$ cat src/core/lstc_pkg.sv
// shared constants, register map and carrier types for the load switch
// and trigger control block; assumes a 25 MHz system clock
package lstc_pkg;

	// ----------------------------------------------------------------
	// clock and timing
	// ----------------------------------------------------------------
	localparam int CLK_PERIOD_NS = 40;
	localparam int CNT_W         = 17;
	localparam int DLY_MAX_NS    = 5000000;
	localparam int DLY_RST_NS    = 0;
	localparam int WID_MIN_NS    = 2500;
	localparam int WID_MAX_NS    = 5000000;
	localparam int WID_RST_NS    = 10000;
	localparam int DLY_MAX_CYC   = DLY_MAX_NS / CLK_PERIOD_NS;
	localparam int DLY_RST_CYC   = DLY_RST_NS / CLK_PERIOD_NS;
	localparam int WID_MIN_CYC   = (WID_MIN_NS + CLK_PERIOD_NS - 1) / CLK_PERIOD_NS;
	localparam int WID_MAX_CYC   = WID_MAX_NS / CLK_PERIOD_NS;
	localparam int WID_RST_CYC   = WID_RST_NS / CLK_PERIOD_NS;

	// ----------------------------------------------------------------
	// register map (byte addresses)
	// ----------------------------------------------------------------
	localparam int          ADDR_W     = 5;
	localparam logic [4:0]  OFS_CTRL   = 5'h00;
	localparam logic [4:0]  OFS_OPMODE = 5'h04;
	localparam logic [4:0]  OFS_DELAY  = 5'h08;
	localparam logic [4:0]  OFS_WIDTH  = 5'h0C;
	localparam logic [4:0]  OFS_STATUS = 5'h10;

	// ----------------------------------------------------------------
	// types
	// ----------------------------------------------------------------
	typedef enum logic [1:0] {
		constant_current_mode,
		constant_voltage_mode,
		constant_resistance_mode,
		constant_power_mode
	} op_mode_e;

	typedef enum logic [1:0] {
		restore_load_setting,
		restore_last_program,
		restore_normal_sequence,
		restore_fast_sequence
	} restore_item_e;

	typedef struct packed {
		logic          trig_out_en;
		logic          trig_in_en;
		logic          short_func_en;
		logic          short_safety;
		logic          off_on_range;
		logic          off_on_mode;
		restore_item_e restore_item;
		logic          restore_en;
	} ctrl_s;

	typedef struct packed {
		logic     v_range;
		logic     i_range;
		op_mode_e mode;
	} op_s;

	typedef struct packed {
		logic load;
		logic short_key;
		logic shift_clear;
		logic other;
	} keys_s;

	typedef enum logic {ST_BOOT, ST_RUN} boot_e;

	localparam logic [8:0] CTRL_RST = 9'h158;
	localparam logic [3:0] OP_RST   = 4'h0;

endpackage

$ cat src/core/lstc_core.sv
// load switch policy, panel lock and trigger terminals behind an
// Avalon-MM slave; panel keys and trig_out_req come from logic on sys_clk,
// trig_in_pin comes from a connector and is synchronised here
//
// Implementation choices: the Avalon-MM register port and the address map.
`timescale 1ns/10ps
`default_nettype none
module lstc_core
	import lstc_pkg::*;
#(
	parameter int DLY_MAX = DLY_MAX_CYC,
	parameter int WID_MAX = WID_MAX_CYC
) (
	input  wire logic              sys_clk,
	input  wire logic              resetn,
	input  wire logic              ce,
	input  wire logic [ADDR_W-1:0] avs_address,
	input  wire logic              avs_read,
	input  wire logic              avs_write,
	input  wire logic [31:0]       avs_writedata,
	input  wire logic [3:0]        avs_byteenable,
	output logic [31:0]            avs_readdata,
	output logic                   avs_waitrequest,
	input  wire logic              nv_restore_en,
	input  wire logic [1:0]        nv_restore_item,
	input  wire keys_s             panel_keys,
	output logic                   key_other_ok,
	output logic                   load_on,
	output logic                   short_on,
	output logic                   lock_led,
	output op_s                    op_out,
	output logic                   restore_req,
	output logic [1:0]             restore_item,
	input  wire logic              trig_in_pin,
	input  wire logic              trig_out_req,
	output logic                   trig_out_pin,
	output logic                   trig_action
);

	// ----------------------------------------------------------------
	// state
	// ----------------------------------------------------------------
	ctrl_s            ctrl_q;
	op_s              op_q;
	op_s              op_d;
	boot_e            boot_q;
	logic             ack_q;
	logic             acc;
	logic             wr_en;
	logic [31:0]      wr_word;
	logic [31:0]      rd_d;
	logic [CNT_W-1:0] dly_q;
	logic [CNT_W-1:0] wid_q;
	logic             mode_chg;
	logic             range_chg;
	logic             force_off;
	logic             load_acc;
	logic             short_acc;
	logic             lock_q;
	logic             trig_in_s;
	logic             trig_in_prev_q;
	logic             in_edge;
	logic             dly_start;
	logic             dly_busy;
	logic             dly_done;
	logic             out_start;
	logic             out_busy;

	// ----------------------------------------------------------------
	// bus slave: one wait state, then the request is taken
	// ----------------------------------------------------------------
	assign acc             = (avs_read || avs_write) && !ack_q;
	assign avs_waitrequest = !ack_q;
	assign wr_en           = ce && avs_write && ack_q;

	function automatic logic [31:0] merge(input logic [31:0] old, input logic [31:0] nw,
		input logic [3:0] be);
		logic [31:0] r;
		r = old;
		for (int i = 0; i < 4; i++) begin
			if (be[i]) begin
				r[8*i +: 8] = nw[8*i +: 8];
			end
		end
		return r;
	endfunction

	always_comb begin
		wr_word = 32'h0000_0000;
		if (avs_address == OFS_CTRL) begin
			wr_word = merge({23'h0, ctrl_q}, avs_writedata, avs_byteenable);
		end else if (avs_address == OFS_OPMODE) begin
			wr_word = merge({28'h0, op_q}, avs_writedata, avs_byteenable);
		end else if (avs_address == OFS_DELAY) begin
			wr_word = merge({15'h0, dly_q}, avs_writedata, avs_byteenable);
		end else if (avs_address == OFS_WIDTH) begin
			wr_word = merge({15'h0, wid_q}, avs_writedata, avs_byteenable);
		end
	end

	always_comb begin
		rd_d = 32'h0000_0000;
		if (avs_address == OFS_CTRL) begin
			rd_d = {23'h0, ctrl_q};
		end else if (avs_address == OFS_OPMODE) begin
			rd_d = {28'h0, op_q};
		end else if (avs_address == OFS_DELAY) begin
			rd_d = {15'h0, dly_q};
		end else if (avs_address == OFS_WIDTH) begin
			rd_d = {15'h0, wid_q};
		end else if (avs_address == OFS_STATUS) begin
			rd_d = {26'h0, boot_q == ST_RUN, out_busy, dly_busy, lock_q, short_on, load_on};
		end
	end

	always_ff @(posedge sys_clk or negedge resetn) begin
		if (!resetn) begin
			ack_q        <= 1'b0;
			avs_readdata <= 32'h0000_0000;
		end else if (ce) begin
			ack_q <= acc;
			if (acc && avs_read) begin
				avs_readdata <= rd_d;
			end
		end
	end

	// ----------------------------------------------------------------
	// control register and power-up restore
	// ----------------------------------------------------------------
	always_ff @(posedge sys_clk or negedge resetn) begin
		if (!resetn) begin
			ctrl_q       <= ctrl_s'(CTRL_RST);
			boot_q       <= ST_BOOT;
			restore_req  <= 1'b0;
			restore_item <= 2'h0;
		end else if (ce) begin
			restore_req <= 1'b0;
			case (boot_q)
				ST_BOOT: begin
					// stored option is picked up once, after reset release
					ctrl_q.restore_en   <= nv_restore_en;
					ctrl_q.restore_item <= restore_item_e'(nv_restore_item);
					restore_req         <= nv_restore_en;
					restore_item        <= nv_restore_item;
					boot_q              <= ST_RUN;
				end
				default: begin
					if (wr_en && avs_address == OFS_CTRL) begin
						ctrl_q <= ctrl_s'(wr_word[8:0]);
					end
				end
			endcase
		end
	end

	// ----------------------------------------------------------------
	// operating mode, range and timing settings
	// ----------------------------------------------------------------
	assign op_d      = op_s'(wr_word[3:0]);
	assign op_out    = op_q;
	assign mode_chg  = wr_en && avs_address == OFS_OPMODE && op_d.mode != op_q.mode;
	assign range_chg = wr_en && avs_address == OFS_OPMODE &&
		(op_d.i_range != op_q.i_range || op_d.v_range != op_q.v_range);

	always_ff @(posedge sys_clk or negedge resetn) begin
		if (!resetn) begin
			op_q  <= op_s'(OP_RST);
			dly_q <= CNT_W'(DLY_RST_CYC);
			wid_q <= CNT_W'(WID_RST_CYC);
		end else if (wr_en) begin
			if (avs_address == OFS_OPMODE) begin
				op_q <= op_d;
			end else if (avs_address == OFS_DELAY) begin
				// out-of-range values saturate rather than wrap
				dly_q <= (wr_word > 32'(DLY_MAX)) ? CNT_W'(DLY_MAX) : wr_word[CNT_W-1:0];
			end else if (avs_address == OFS_WIDTH) begin
				if (wr_word > 32'(WID_MAX)) begin
					wid_q <= CNT_W'(WID_MAX);
				end else if (wr_word < 32'(WID_MIN_CYC)) begin
					wid_q <= CNT_W'(WID_MIN_CYC);
				end else begin
					wid_q <= wr_word[CNT_W-1:0];
				end
			end
		end
	end

	// ----------------------------------------------------------------
	// load, short and panel lock
	// ----------------------------------------------------------------
	assign force_off = (mode_chg && ctrl_q.off_on_mode) || (range_chg && ctrl_q.off_on_range);
	assign load_acc  = panel_keys.load && (!lock_q || load_on);
	assign short_acc = panel_keys.short_key && ctrl_q.short_func_en && !lock_q &&
		(!ctrl_q.short_safety || load_on);
	assign lock_led  = lock_q;

	always_ff @(posedge sys_clk or negedge resetn) begin
		if (!resetn) begin
			load_on <= 1'b0;
		end else if (ce) begin
			if (force_off) begin
				load_on <= 1'b0;
			end else if (load_acc) begin
				load_on <= !load_on;
			end
		end
	end

	always_ff @(posedge sys_clk or negedge resetn) begin
		if (!resetn) begin
			short_on <= 1'b0;
		end else if (ce) begin
			if (!ctrl_q.short_func_en) begin
				short_on <= 1'b0;
			end else if (short_acc) begin
				short_on <= !short_on;
			end
		end
	end

	always_ff @(posedge sys_clk or negedge resetn) begin
		if (!resetn) begin
			lock_q       <= 1'b0;
			key_other_ok <= 1'b0;
		end else if (ce) begin
			if (panel_keys.shift_clear) begin
				lock_q <= !lock_q;
			end
			key_other_ok <= panel_keys.other && !lock_q;
		end
	end

	// ----------------------------------------------------------------
	// trigger input: synchronise, edge, delay
	// ----------------------------------------------------------------
	lstc_sync u_in_sync (
		.sys_clk (sys_clk),
		.resetn  (resetn),
		.ce      (ce),
		.pin     (trig_in_pin),
		.level   (trig_in_s)
	);

	always_ff @(posedge sys_clk or negedge resetn) begin
		if (!resetn) begin
			trig_in_prev_q <= 1'b0;
			trig_action    <= 1'b0;
		end else if (ce) begin
			trig_in_prev_q <= trig_in_s;
			trig_action    <= dly_done && ctrl_q.trig_in_en;
		end
	end

	// edges arriving during a running delay are dropped, not queued
	assign in_edge   = trig_in_s && !trig_in_prev_q;
	assign dly_start = in_edge && ctrl_q.trig_in_en && !dly_busy;

	lstc_timer u_dly (
		.sys_clk  (sys_clk),
		.resetn   (resetn),
		.ce       (ce),
		.clear    (!ctrl_q.trig_in_en),
		.start    (dly_start),
		.load_val (dly_q),
		.busy     (dly_busy),
		.done     (dly_done)
	);

	// ----------------------------------------------------------------
	// trigger output pulse
	// ----------------------------------------------------------------
	assign out_start    = trig_out_req && ctrl_q.trig_out_en && !out_busy;
	assign trig_out_pin = out_busy;

	// busy lasts load_val + 1 cycles, hence width - 1
	lstc_timer u_out (
		.sys_clk  (sys_clk),
		.resetn   (resetn),
		.ce       (ce),
		.clear    (!ctrl_q.trig_out_en),
		.start    (out_start),
		.load_val (wid_q - 1'b1),
		.busy     (out_busy),
		.done     ()
	);
endmodule // lstc_core
`default_nettype wire

$ cat src/core/lstc_sync.sv
// two-stage synchroniser for one pin level
// assumes the pin is asynchronous to sys_clk
`timescale 1ns/10ps
`default_nettype none
module lstc_sync (
	input  wire logic sys_clk,
	input  wire logic resetn,
	input  wire logic ce,
	input  wire logic pin,
	output logic      level
);
	logic meta_q;

	// first stage feeds only the second
	always_ff @(posedge sys_clk or negedge resetn) begin
		if (!resetn) begin
			meta_q <= 1'b0;
			level  <= 1'b0;
		end else if (ce) begin
			meta_q <= pin;
			level  <= meta_q;
		end
	end
endmodule // lstc_sync
`default_nettype wire

$ cat src/core/lstc_timer.sv
// down-counting interval timer on the system clock
// assumes start and clear are synchronous to sys_clk
`timescale 1ns/10ps
`default_nettype none
module lstc_timer
	import lstc_pkg::*;
#(
	parameter int W = CNT_W
) (
	input  wire logic         sys_clk,
	input  wire logic         resetn,
	input  wire logic         ce,
	input  wire logic         clear,
	input  wire logic         start,
	input  wire logic [W-1:0] load_val,
	output logic              busy,
	output logic              done
);
	logic [W-1:0] cnt_q;

	// one count per 40 ns clock, the same as the one-cycle step of the delay and width settings
	always_ff @(posedge sys_clk or negedge resetn) begin
		if (!resetn) begin
			cnt_q <= '0;
			busy  <= 1'b0;
		end else if (ce) begin
			if (clear) begin
				busy <= 1'b0;
			end else if (start) begin
				cnt_q <= load_val;
				busy  <= 1'b1;
			end else if (busy) begin
				if (cnt_q == '0) begin
					busy <= 1'b0;
				end else begin
					cnt_q <= cnt_q - 1'b1;
				end
			end
		end
	end

	assign done = busy && (cnt_q == '0) && !clear;
endmodule // lstc_timer
`default_nettype wire

$ cat config.mk
export PLATFORM = sky130hd
export DESIGN_NAME = lstc_core
export DESIGN_NICKNAME = d
export VERILOG_FILES = /design/src/core/lstc_pkg.sv /design/src/core/lstc_core.sv /design/src/core/lstc_sync.sv /design/src/core/lstc_timer.sv
export SDC_FILE = /design/constraint.sdc
export NUM_CORES = 1
export LEC_CHECK = 0
export BUFFER_PORTS_ARGS = -buffer_cell sky130_fd_sc_hd__buf_2
export CAP_MARGIN = 20
export CORE_MARGIN = 4
export CORE_UTILIZATION = 55
export DETAILED_ROUTE_END_ITERATION = 6
export GPL_ROUTABILITY_DRIVEN = 0
export HOLD_SLACK_MARGIN = 0.02
export PLACE_DENSITY = 0.85
export SLEW_MARGIN = 10
export SYNTH_ARGS = -nofsm -noshare
export SYNTH_HDL_FRONTEND = slang
export SYNTH_SLANG_ARGS = --single-unit
$ cat constraint.sdc
create_clock -name sys_clk -period 3.6 [get_ports sys_clk]
set_input_delay 0 -clock sys_clk [delete_from_list [all_inputs] [get_ports sys_clk]]
set_output_delay 0 -clock sys_clk [all_outputs]
set_load 0.005 [all_outputs]
# After elaboration in Yosys (flattened, before gate mapping)
# Cells that the tools add are included.
# totals
ff_bits	128
output_inout_bits	46
# classes
add_sub_neg	3
n_lt_le_gt_ge	2
eq_ne	11
muxes	45
bitwise_logic	3
n_reduce_logical	54
# op_table
cell	count
$mux 17	13
$mux 32	4
$mux 8	12
$sub 17x1->17 const B	3
$logic_not 17->1	2
$gt 32x17->1 const B	1
$lt 32x6->1 const B	1
$logic_and 1x1->1	23
$reduce_and 2->1	7
$mux 1	13
$reduce_and 4->1	3
$eq 5x4->1 const B	2
$logic_not 1->1	8
$mux 3	2
$mux 6	1
$reduce_and 3->1	2
$reduce_bool 2->1	3
$eq 5x3->1 const B	1
$eq 5x5->1 const B	1
$logic_not 5->1	1
$logic_or 1x1->1	5
$ne 2x1->1 const B	2
$ne 2x2->1 const B	2
$not 1->1	3
2 further kinds	3

# Longest topological paths before layout
# Gate-level depths: netlist (run 1).
# depth
depth_word	12
ltp_mapped	11

# Hierarchy
# From an unflattened synthesis (run 1), not the netlist that was laid out.
# unflattened
cells_unflattened	813
area_unflattened_um2	7118.1
# by_module_without_submodules
module	n_inst	cells_each	area_each_um2	seq_area_each_um2
lstc_core	1	500	4515.6	1889.3
lstc_timer at u_dly	1	153	1272.5	450.4
lstc_timer at u_out	1	156	1257.5	450.4
lstc_sync	1	4	72.6	50.0

# Worst setup path before layout (run 1)
# Ideal clock, no wire load.
# synth_path
path_type	reg2reg
startpoint	register u_out.busy
endpoint	register u_out.cnt_q[16]
setup_ns	0.119
arrival_time_ns	3.222
required_ns	3.481
setup_slack_ns	0.259
stages_incl_launch_ff	12
n_path_buf	3
period_less_slack_ns	3.341
path_cell_list	dfrtp_1 nand3b_1 clkbuf_1 clkbuf_1 buf_1 mux2i_1 ha_1 o221ai_1 or2_1 or3b_1 mux2i_1 o21a_1
# synth_between
elab_chain_cells	4
word_cells_on_any_way	6
# synth_lines
item	line_no	rtl
start, declared	lstc_timer.sv:16	output logic busy,
start signal, assigned	lstc_timer.sv:25	busy <= 1'b0;
start signal, assigned	lstc_timer.sv:28	busy <= 1'b0;
start signal, assigned	lstc_timer.sv:31	busy <= 1'b1;
$logic_not 1->1	lstc_core.sv:273	assign out_start = trig_out_req && ctrl_q.trig_out_en && !out_busy;
$logic_and 1x1->1	lstc_core.sv:273	
$ne 2x2->1 (no line) or $reduce_bool 2->1 (tied branches)	n/a	
$reduce_and 4->1 (no line)	n/a	
end signal, assigned	lstc_timer.sv:30	cnt_q <= load_val;
end signal, assigned	lstc_timer.sv:36	cnt_q <= cnt_q - 1'b1;
end, declared	lstc_timer.sv:19	logic [W-1:0] cnt_q;
# Parallel ways exist; a longest one is shown, timed or not.
# A chain may end at the register's enable or synchronous reset.

# Worst setup path after layout (run 1)
# layout_path
startpoint	register u_dly.cnt_q[0]
endpoint	register u_dly.cnt_q[11]
# layout_between
elab_chain_cells	4
word_cells_on_any_way	7
# layout_lines
item	line_no	rtl
start, declared	lstc_timer.sv:19	
start signal, assigned	lstc_timer.sv:30	
start signal, assigned	lstc_timer.sv:36	
$sub 17x1->17	lstc_timer.sv:36	
$mux 17	lstc_timer.sv:33	if (cnt_q == '0) begin
$mux 17	lstc_timer.sv:32	end else if (busy) begin
$mux 17	lstc_timer.sv:29	end else if (start) begin
# Parallel ways exist; a longest one is shown, timed or not. The select of a mux whose other input is x is not followed.

==> run metrics, run 1 <==
Die Span Y=119 um; number of fill cells=941; post-route cell area=8110 sq um; grt ovf=0; Slew headroom=28.1%; Post-CTS Setup Repair Bufs=0; kind of critical path=reg -> reg; Yosys Warn Count=0; Worst-path clk slew=60 ps; met3 Use GR=5.75%; EDFF count, synth=0; unrepaired setup endpoints after global routing=false; Buf/Inv on CP=1; synth top area cells=dfrtp_1, mux2i_1, a21oi_1; VDD IR max=0.328 mV; Post-Route WL=19500 um; Inserted Clock Buffers=17; M2 GR Usage=43.0%; status=finished clean; Area Overhead vs Synth=18.9%; TritonRoute pass-1 iters=5; IO Count=101; FF+latch count, synth=113; biggest cell delay along the critical path=650 ps; n_diodes=0; Yosys top cell area share=37.8%; dpl ws=639 ps; CORE AREA=12100 sq um; Cell Area, Placed=7260 sq um; H-Tree Depth=4; CTS tree=built; Clock Latency Late Sink=430 ps; count of different cell masters after synthesis=75; via count=6503; Pwr Density=484 nW/um^2; Die X=119 um; post-synthesis cell count=776; Lkg Pwr=3.74 nW; final hold violation count=0; post-synth top area cell=dfrtp_1; first-pass GRT wire length=31300 um; overall routing resource usage=27.5%; crit path DAT=3320 ps; register area share after synthesis=41.7%; Post-DRT Antenna Nets=0; top_reg_cell synth=dfrtp_1; Final WS setup=589 ps; vias in the first global route=6163; max-cap check violation count=0; Post-Syn Area=6820 sq um; Final Max Slew Viols=0; worst path cell trace=inv_1, ha_1, or3b_1, nor4_2, nand2_1, nor4_1, o22a_1, a21oi_1, o22a_1; Longest Clk Path Bufs=2; # DRC=0; Tmin final=3010 ps; met1 Use GR=36.3%; Top delay family on crit path=simple AND/OR/NAND/NOR gates; # port buffers=85; layout cells sized above 1=20.0%; Min-Delay Path Class=in -> reg; drt via density=6.23; syn_area_per_cell=8.78 sq um; Final Cycle Share=83.6%; pin count of the biggest net entering global routing=55; Die Outline Area=14200 sq um; most used cell along the critical path=o22a_1; WL/cell=18.7 um; Clock Tree Root=clkbuf_16; FMAX=332 MHz; Pwr Total=3.92 mW; setup TNS=0 ps; Starting Density=56.5%; DRT iter0 DRCs=775; Synth async-reset ratio=100%; CP endpoint kind=flip-flop; highest-delay cell along the critical path=o22a_1; initial antenna violation count=0; Detailed Place HPWL=13400 um; fin nets=919; Max Clock Skew=8.51 ps; Sink Count=113; Slew @ Worst Pin=1080 ps; Layout Utilization=67.2%; startpoint types=flip-flop; Data required, critical path=3910 ps; # setup viols final=0; Max FO, Critical Path=22; GR peak layer=met2; row cnt=40
==> sequential cells by signal, summed over array words and instances, names as in the netlist, 2 cells and up <==
name and flops:
u_out.cnt_q 17, ctrl_q 9, wid_q 17, u_dly.cnt_q 17, op_out 4, restore_item 2, avs_readdata 17, dly_q 17
==> synthesized netlist by cell type, types with 3 or more instances <==
library cell    n
o22ai_1        10
and3_1          5
buf_6           6
inv_1          24
or3_1           7
o21a_1          8
o21ba_2         4
o21ai_0        62
nor4_1         10
xor2_1          4
buf_1           4
nand2_1        81
mux2_2         17
o211ai_1        5
nand3b_1        4
buf_4          16
a2bb2oi_1       3
xnor2_1         4
nand3_1        18
a31oi_1         5
clkbuf_1       30
buf_2           6
or2_2           7
nor2_1         58
nor3_1         35
nand2b_1       11
a22o_1          7
o2bb2ai_1       4
a22oi_1         7
dfrtp_1       103
a21oi_1        67
mux2i_1        36
nor2b_1         4
o21ai_1        23
o31ai_1        14
dfstp_2        10
o32ai_1         7
==> layout by cell type, fill, tap and decap left out, drive strengths merged, types with 15 or more instances in the layout <==
master | Yosys | final
conb | 1 | 15
a21oi | 67 | 67
dlygate4sd3 | 0 | 17
nand2 | 81 | 81
clkbuf | 30 | 24
buf | 32 | 98
dfrtp | 103 | 103
o21ai | 85 | 85
mux2i | 36 | 36
inv | 24 | 24
nand3 | 18 | 18
nor3 | 36 | 36
nor2 | 59 | 59
mux2 | 19 | 19
==> worst paths after layout <==
kind | slack [ps] | depth (start not counted) | startpoint | end
worst max-delay path | 590 | 9 | u_dly.cnt_q[0]$_DFFE_PN0P_ | u_dly.cnt_q[11]$_DFFE_PN0P_
worst min-delay path | 50 | 4 | avs_address[1] | avs_readdata[4]$_DFFE_PN0P_
worst max register to register | 590 | 9 | u_dly.cnt_q[0]$_DFFE_PN0P_ | u_dly.cnt_q[11]$_DFFE_PN0P_
worst min register to register | 470 | 2 | avs_readdata[5]$_DFFE_PN0P_ | avs_readdata[5]$_DFFE_PN0P_
max in group asynchronous | 2520 | 3 | resetn | wid_q[5]$_DFFE_PN1P_
min in group asynchronous | 170 | 2 | resetn | avs_readdata[8]$_DFFE_PN0P_
==> logic make-up after synthesis <==
| family | count (synthesis) | synth area share (%) |
|---|---|---|
| adder cells (fa/ha/maj) | 2 | 0.367 |
| XOR/XNOR | 8 | 1.03 |
| multiplexers | 56 | 8.76 |
| flip-flops | 113 | 41.7 |
| other | 1 | 0.0550 |
| AND/OR/NAND/NOR | 258 | 18.2 |
| buffers and inverters | 86 | 6.39 |
| AO/OA/AOI/OAI | 252 | 23.5 |
==> layout make-up <==
type | count | area [sq um] | share of cell area, %
multi-input combinational | 591 | 3600 | 44.4
sequential | 113 | 2840 | 35.0
timing repair buffer | 115 | 696 | 8.58
clock buffer | 24 | 502 | 6.19
tap | 168 | 210 | 2.59
clock inverter | 8 | 173 | 2.13
inverter | 24 | 90.1 | 1.11
==> through the flow <==
| stage | instances | hold WS, ps |
|---|---|---|
| detailed placement | 994 | 86.7 |
| global placement | 994 | 80.3 |
| finish | 1043 | 45.6 |
| floorplan | 790 | -296 |
| global route | 1043 | 58.4 |
| CTS | 1043 | 49.5 |
==> layer usage <==
metal	wire length, um	up-vias	share of wire, %
met5	0	-	0
met2	8880	388	45
met1	8070	3048	41
li1	-	2984	-
met3	1680	83	8.6
met4	908	0	4.6
==> tightest hold or removal path, cell delays in order <==
cell and delay [ps]:
buf_2 110, nor2_1 50, a31oi_1 160, o21ai_0 100
==> power breakdown <==
part           internal (mW)  leakage [nW]  total, mW  switching, mW
registers               1.34          1.48       1.43         0.0875
clock network           1.32         0.319       1.93          0.609
logic                  0.237          1.95      0.561          0.325
total                   2.90          3.74       3.92           1.02
==> timing repair <==
item | in CTS | in global routing
hold buffers | 17 | 0
setup endpoints to repair | 0 | 0
hold endpoints to repair | 63 | 0
resized for setup | 0 | 0
(Power assumes the default switching activity.)
==> run 2, diff against run 1 <==
- CORE_UTILIZATION: 55 -> 52
- clock period: 3.6 -> 2.46 ns (I/O delays scaled with it)
==> run metrics, run 2 (synthesis gave the netlist of run 1 again) <==
status=complete, but fails checks; failing checks=setup timing; vias in the first global route=6662 (+8.1%); DRT iter0 DRCs=865 (+12%); # DRC=0 (unchanged); # setup viols final=2 (+2); met3 Use GR=9.63% (+3.9 points); drt via density=6.25 (+0.27%); Min-Delay Path Class=in -> reg; VDD IR max=0.792 mV (+140%); met1 Use GR=36.4% (+0.063 points); M2 GR Usage=44.8% (+1.7 points); highest-delay cell along the critical path=dfrtp_1; Tmin final=2480 ps (-530 ps); TritonRoute pass-1 iters=6 (+1); Reg power frac=36.4% (about the same); layout cells sized above 1=28.4% (+8.4 points); CP endpoint kind=flip-flop; biggest cell delay along the critical path=390 ps (-260 ps); H-Tree Depth=4 (unchanged); Die Outline Area=15000 sq um (+5.4%); Max Clock Skew=9.34 ps (+0.823 ps); Die Span Y=122 um (+2.7%); first-pass GRT wire length=33400 um (+6.8%); row cnt=41 (+2.5%); pin count of the biggest net entering global routing=52 (-5.5%); CORE AREA=12700 sq um (+5.5%); dpl ws=-213 ps (-853 ps); IO Count=101 (unchanged); crit path DAT=2790 ps (-530 ps); worst path cell trace=inv_2, ha_4, or3b_4, nor4_4, nand2_2, nor4_4, o22a_1, buf_4, buf_12, a21oi_1, o22a_1; Layout Utilization=68.7% (+1.5 points); final cell count without fillers=1112 (+6.6%); P_sw=1.57 mW (+54%); n_diodes=0 (unchanged); Post-Route WL=21600 um (+11%); Final Cycle Share=101% (+17 points); most frequent cells in the layout=dfrtp_1, buf_2, nand2_1, buf_4, a21oi_1; FMAX=403 MHz (+21%); WL/cell=19.4 um (+3.7%); clock share of power=45.5% (-3.7 points); Max FO, Critical Path=9 (-59%); fin nets=984 (+7.1%); grt ovf=0 (unchanged); Starting Density=53.6% (-2.9 points); GR peak layer=met2; max-cap check violation count=0 (unchanged); Detailed Place HPWL=14400 um (+7.6%); unrepaired setup endpoints after global routing=true; Sink Count=113 (unchanged); Int Power=4.17 mW (+44%); Cell Area, Placed=7670 sq um (+5.6%); switch share=27.4% (+1.3 points); kind of critical path=reg -> reg; Data required, critical path=2770 ps (-1140 ps); Longest Clk Path Bufs=2 (unchanged); Pwr Density=657 nW/um^2 (+36%); Final WS setup=-20.6 ps (-610 ps); leading cell type in the layout, fill and taps excluded=dfrtp_1; combinational share of power=18.1% (+3.8 points); Inserted Clock Buffers=17 (unchanged); Slew @ Worst Pin=681 ps (-398 ps); overall routing resource usage=28.8% (+1.3 points); placed instance count=1046 (+5.2%); initial antenna violation count=0 (unchanged); Clock Latency Late Sink=430 ps (about the same); Die X=122 um (+2.7%); Final Max Slew Viols=0 (unchanged); CTS tree=built; Clock Tree Root=clkbuf_16; Area Overhead vs Synth=28.3%; final hold violation count=0 (unchanged); startpoint types=flip-flop; Worst-path clk slew=50 ps (about the same); via count=6952 (+6.9%); post-route cell area=8740 sq um (+7.8%); # port buffers=85 (unchanged); Slew headroom=54.6% (+27 points); Lkg Pwr=4.07 nW (+8.8%); Post-DRT Antenna Nets=0 (unchanged)
==> run 2: worst paths after layout <==
kind                                               end  slack [ps]                        start  depth (start not counted)
setup / recovery           u_dly.cnt_q[11]$_DFFE_PN0P_         -20   u_dly.cnt_q[0]$_DFFE_PN0P_                         11
hold reg to reg            avs_readdata[1]$_DFFE_PN0P_         480  avs_readdata[1]$_DFFE_PN0P_                          2
hold / removal                    dly_q[9]$_DFFE_PN0P_          50             avs_writedata[9]                          5
max in group asynchronous         wid_q[6]$_DFFE_PN1P_        1490                       resetn                          3
setup reg to reg           u_dly.cnt_q[11]$_DFFE_PN0P_         -20   u_dly.cnt_q[0]$_DFFE_PN0P_                         11
min in group asynchronous  restore_item[1]$_DFFE_PN0P_         150                       resetn                          2
==> run 2: timing repair <==
action / in CTS / in global routing
hold endpoints to repair: 60 / 0
setup buffers: 12 / 9
resized for setup: 8 / 24
endpoints found under the setup margin: 18 / 43
hold buffers: 15 / 0
pin swaps: 6 / 11
==> run 2: through the flow <==
step,TNS [ps],hold slack (ps),power [mW]
after global routing,-761,68.3,5.96
after global placement,0,62.7,2.97
after floorplan,-104,-296,2.66
after CTS,-5.35,36.7,5.61
after detailed placement,-1500,75.1,3.00
final,-35.7,45.2,5.74
==> run 2: cell type report <==
class	count	area [sq um]
fillers	954	3980
multi-input cells	591	3770
flip-flops and latches	113	2840
repair buffers	180	1200
clock buffers	23	498
well taps	172	215
clock inverters	9	128
inverters	24	90.1
==> run 2: power by group through the flow <==
stage	Combinational [mW]	Sequential (mW)	Clock (mW)
after floorplan	0.578	2.08	0
after global placement	0.864	2.10	0
after detailed placement	0.891	2.11	0
after CTS	0.921	2.08	2.61
after global routing	1.13	2.10	2.73
final	1.04	2.09	2.61
==> run 2: per-layer routing <==
layer	part of all wire [%]	up-vias
met2	47	443
li1	-	3113
met3	9.7	77
met4	3.5	0
met1	40	3319
met5	0	-
==> run 2: critical path: cells and delay by family (launching register included) <==
family          cells  cell delay (ps)
simple gates        4             1020
compound gates      3              470
flops               1              390
buf+inv             3              340
fa+ha+maj           1              140
==> run 3, diff against run 2 <==
- CORE_UTILIZATION: 52 -> 55
- clock period: 2.46 -> 2.65 ns (I/O delays scaled with it)
==> run metrics, run 3 (synthesis gave the netlist of run 1 again) <==
WL/cell=18.7 um (-3.6%); worst r2r src=wid_q[14]$_DFFE_PN0P_; M2 GR Usage=45.1% (+0.38 points); drt via density=6.18 (-1.1%); overall routing resource usage=28.5% (-0.37 points); grt ovf=0 (unchanged); startpoint types=flip-flop; leading cell type in the layout, fill and taps excluded=dfrtp_1; Reg2Reg Setup Slack=50 ps (+70 ps); Worst Setup EP=wid_q[4]$_DFFE_PN1P_; VDD IR max=0.760 mV (-4.1%); fin nets=958 (-2.6%); Slew headroom=47.1% (-7.4 points); Clock Latency Late Sink=420 ps (about the same); GR peak layer=met2; Slew @ Worst Pin=790 ps (+109 ps); Max Clock Skew=7.64 ps (-1.70 ps); crit path DAT=2960 ps (+170 ps); Crit. Startpoint=wid_q[14]$_DFFE_PN0P_; pin count of the biggest net entering global routing=60 (+15%); Cell Area, Placed=7540 sq um (-1.6%); Final WS setup=52.0 ps (+72.6 ps); R2R depth=7 (-4); first-pass GRT wire length=32300 um (-3.4%); Hold Crit Depth=5 (unchanged); Pwr Density=612 nW/um^2 (-6.8%); Detailed Place HPWL=13800 um (-4.1%); vias in the first global route=6451 (-3.2%); row cnt=40 (-2.4%); Starting Density=56.5% (+2.9 points); Final Cycle Share=98.0% (-2.8 points); Clock Tree Root=clkbuf_16; Data required, critical path=3010 ps (+240 ps); Die Span Y=119 um (-2.6%); DRT iter0 DRCs=859 (-0.69%); kind of critical path=reg -> reg; Post-DRT Antenna Nets=0 (unchanged); Post-Route WL=20300 um (-6.2%); Pwr Total=5.20 mW (-9.5%); Max FO, Critical Path=5 (-4); initial antenna violation count=1 (+1); RR Endpoint=wid_q[4]$_DFFE_PN1P_; Longest Clk Path Bufs=2 (unchanged); layout cells sized above 1=25.2% (-3.2 points); Sink Count=113 (unchanged); Lkg Pwr=3.94 nW (-3.1%); Inserted Clock Buffers=17 (unchanged); final hold violation count=0 (unchanged); H-Tree Depth=4 (unchanged); Tmin final=2600 ps (+117 ps); Die Outline Area=14200 sq um (-5.1%); post-route cell area=8490 sq um (-2.9%); CORE AREA=12100 sq um (-5.2%); CTS tree=built; TritonRoute pass-1 iters=7 (+1); CP endpoint kind=flip-flop; n_diodes=0 (unchanged); max-cap check violation count=0 (unchanged); Worst-path clk slew=50 ps (about the same); Area Overhead vs Synth=24.6%; most frequent cells in the layout=dfrtp_1, buf_2, nand2_1, a21oi_1, o21ai_0; # setup viols final=0 (-2); FMAX=385 MHz (-4.5%); IO Count=101 (unchanged); Final Max Slew Viols=0 (unchanged); Die X=119 um (-2.6%); met1 Use GR=36.6% (+0.19 points); status=complete, but fails checks; failing checks=DRC; Min-Delay Path Class=in -> reg; # DRC=2 (+2); via count=6692 (-3.7%); met3 Use GR=7.55% (-2.1 points); dpl ws=-86.3 ps (+127 ps); # port buffers=85 (unchanged)
==> run 3: changes by cell type in the layout (fill, tap and decap cells not counted), moves of 2 or more <==
cell / previous run / this run
o31ai_1: 12 / 14
o21ai_0: 60 / 62
buf_6: 2 / 0
clkinv_2: 3 / 5
inv_1: 22 / 24
clkbuf_8: 5 / 2
buf_4: 78 / 52
o31ai_2: 2 / 0
mux2i_2: 1 / 3
inv_2: 2 / 0
==> run 3: area by class of cell <==
class                      instances  area (sq um)
sequential                       113          2840
clock buffer                      21           460
inverter                          24          90.1
fill                             893          3570
multi-input combinational        591          3720
timing repair buffer             154          1010
tap                              168           210
clock inverter                    11           160
==> run 3: per-layer routing <==
layer	vias up	wire [um]
met4	0	869
met1	3159	7950
li1	3059	-
met2	391	9540
met3	83	1910
met5	-	0
==> run 3: metrics by stage <==
| stage | setup TNS [ps] | hold slack (ps) | utilization (%) | cells |
|---|---|---|---|---|
| after floorplan | 0 | -296 | - | 790 |
| after global placement | 0 | 119 | 62.5 | 1025 |
| after detailed placement | -397 | 114 | 62.5 | 1025 |
| after CTS | 0 | 23.4 | 69.3 | 1074 |
| after global routing | -39.8 | 73.7 | 70.4 | 1082 |
| final | 0 | 25.9 | 70.4 | 1082 |
==> run 3: worst min path at each step <==
stage / from / end / slack (ps)
3_3_place_gp: resetn / key_other_ok$_DFFE_PN0P_ / 120
3_5_place_dp: resetn / key_other_ok$_DFFE_PN0P_ / 110
5_1_grt: avs_writedata[10] / dly_q[10]$_DFFE_PN0P_ / 70
4_1_cts: panel_keys[2] / short_on$_DFFE_PN0P_ / 20
6_report: panel_keys[2] / short_on$_DFFE_PN0P_ / 30
2_1_floorplan: resetn / ack_q$_DFFE_PN0P_ / -300
==> run 3: worst max-delay path: stages (launching register included) <==
cell and delay (ps):
dfrtp_1 440, mux2_1 360, a21oi_1 270, a2111oi_4 100, nor4_1 580, nand3_1 350
a211oi_1 330, a21o_1 120
==> run 3: repair_timing <==
action                                  CTS  global route
endpoints found under the setup margin   16            33
hold buffers                             16             0
pin swaps                                 1             4
gates resized for setup                   4            14
endpoints found under the hold margin    66             0
buffers inserted                          1             8
==> run 3: report_power, final <==
group,leakage (nW),switching [mW],internal (mW)
Sequential,1.48,0.114,1.83
Clock,0.303,0.795,1.61
Combinational,2.17,0.480,0.369
Total,3.94,1.39,3.81
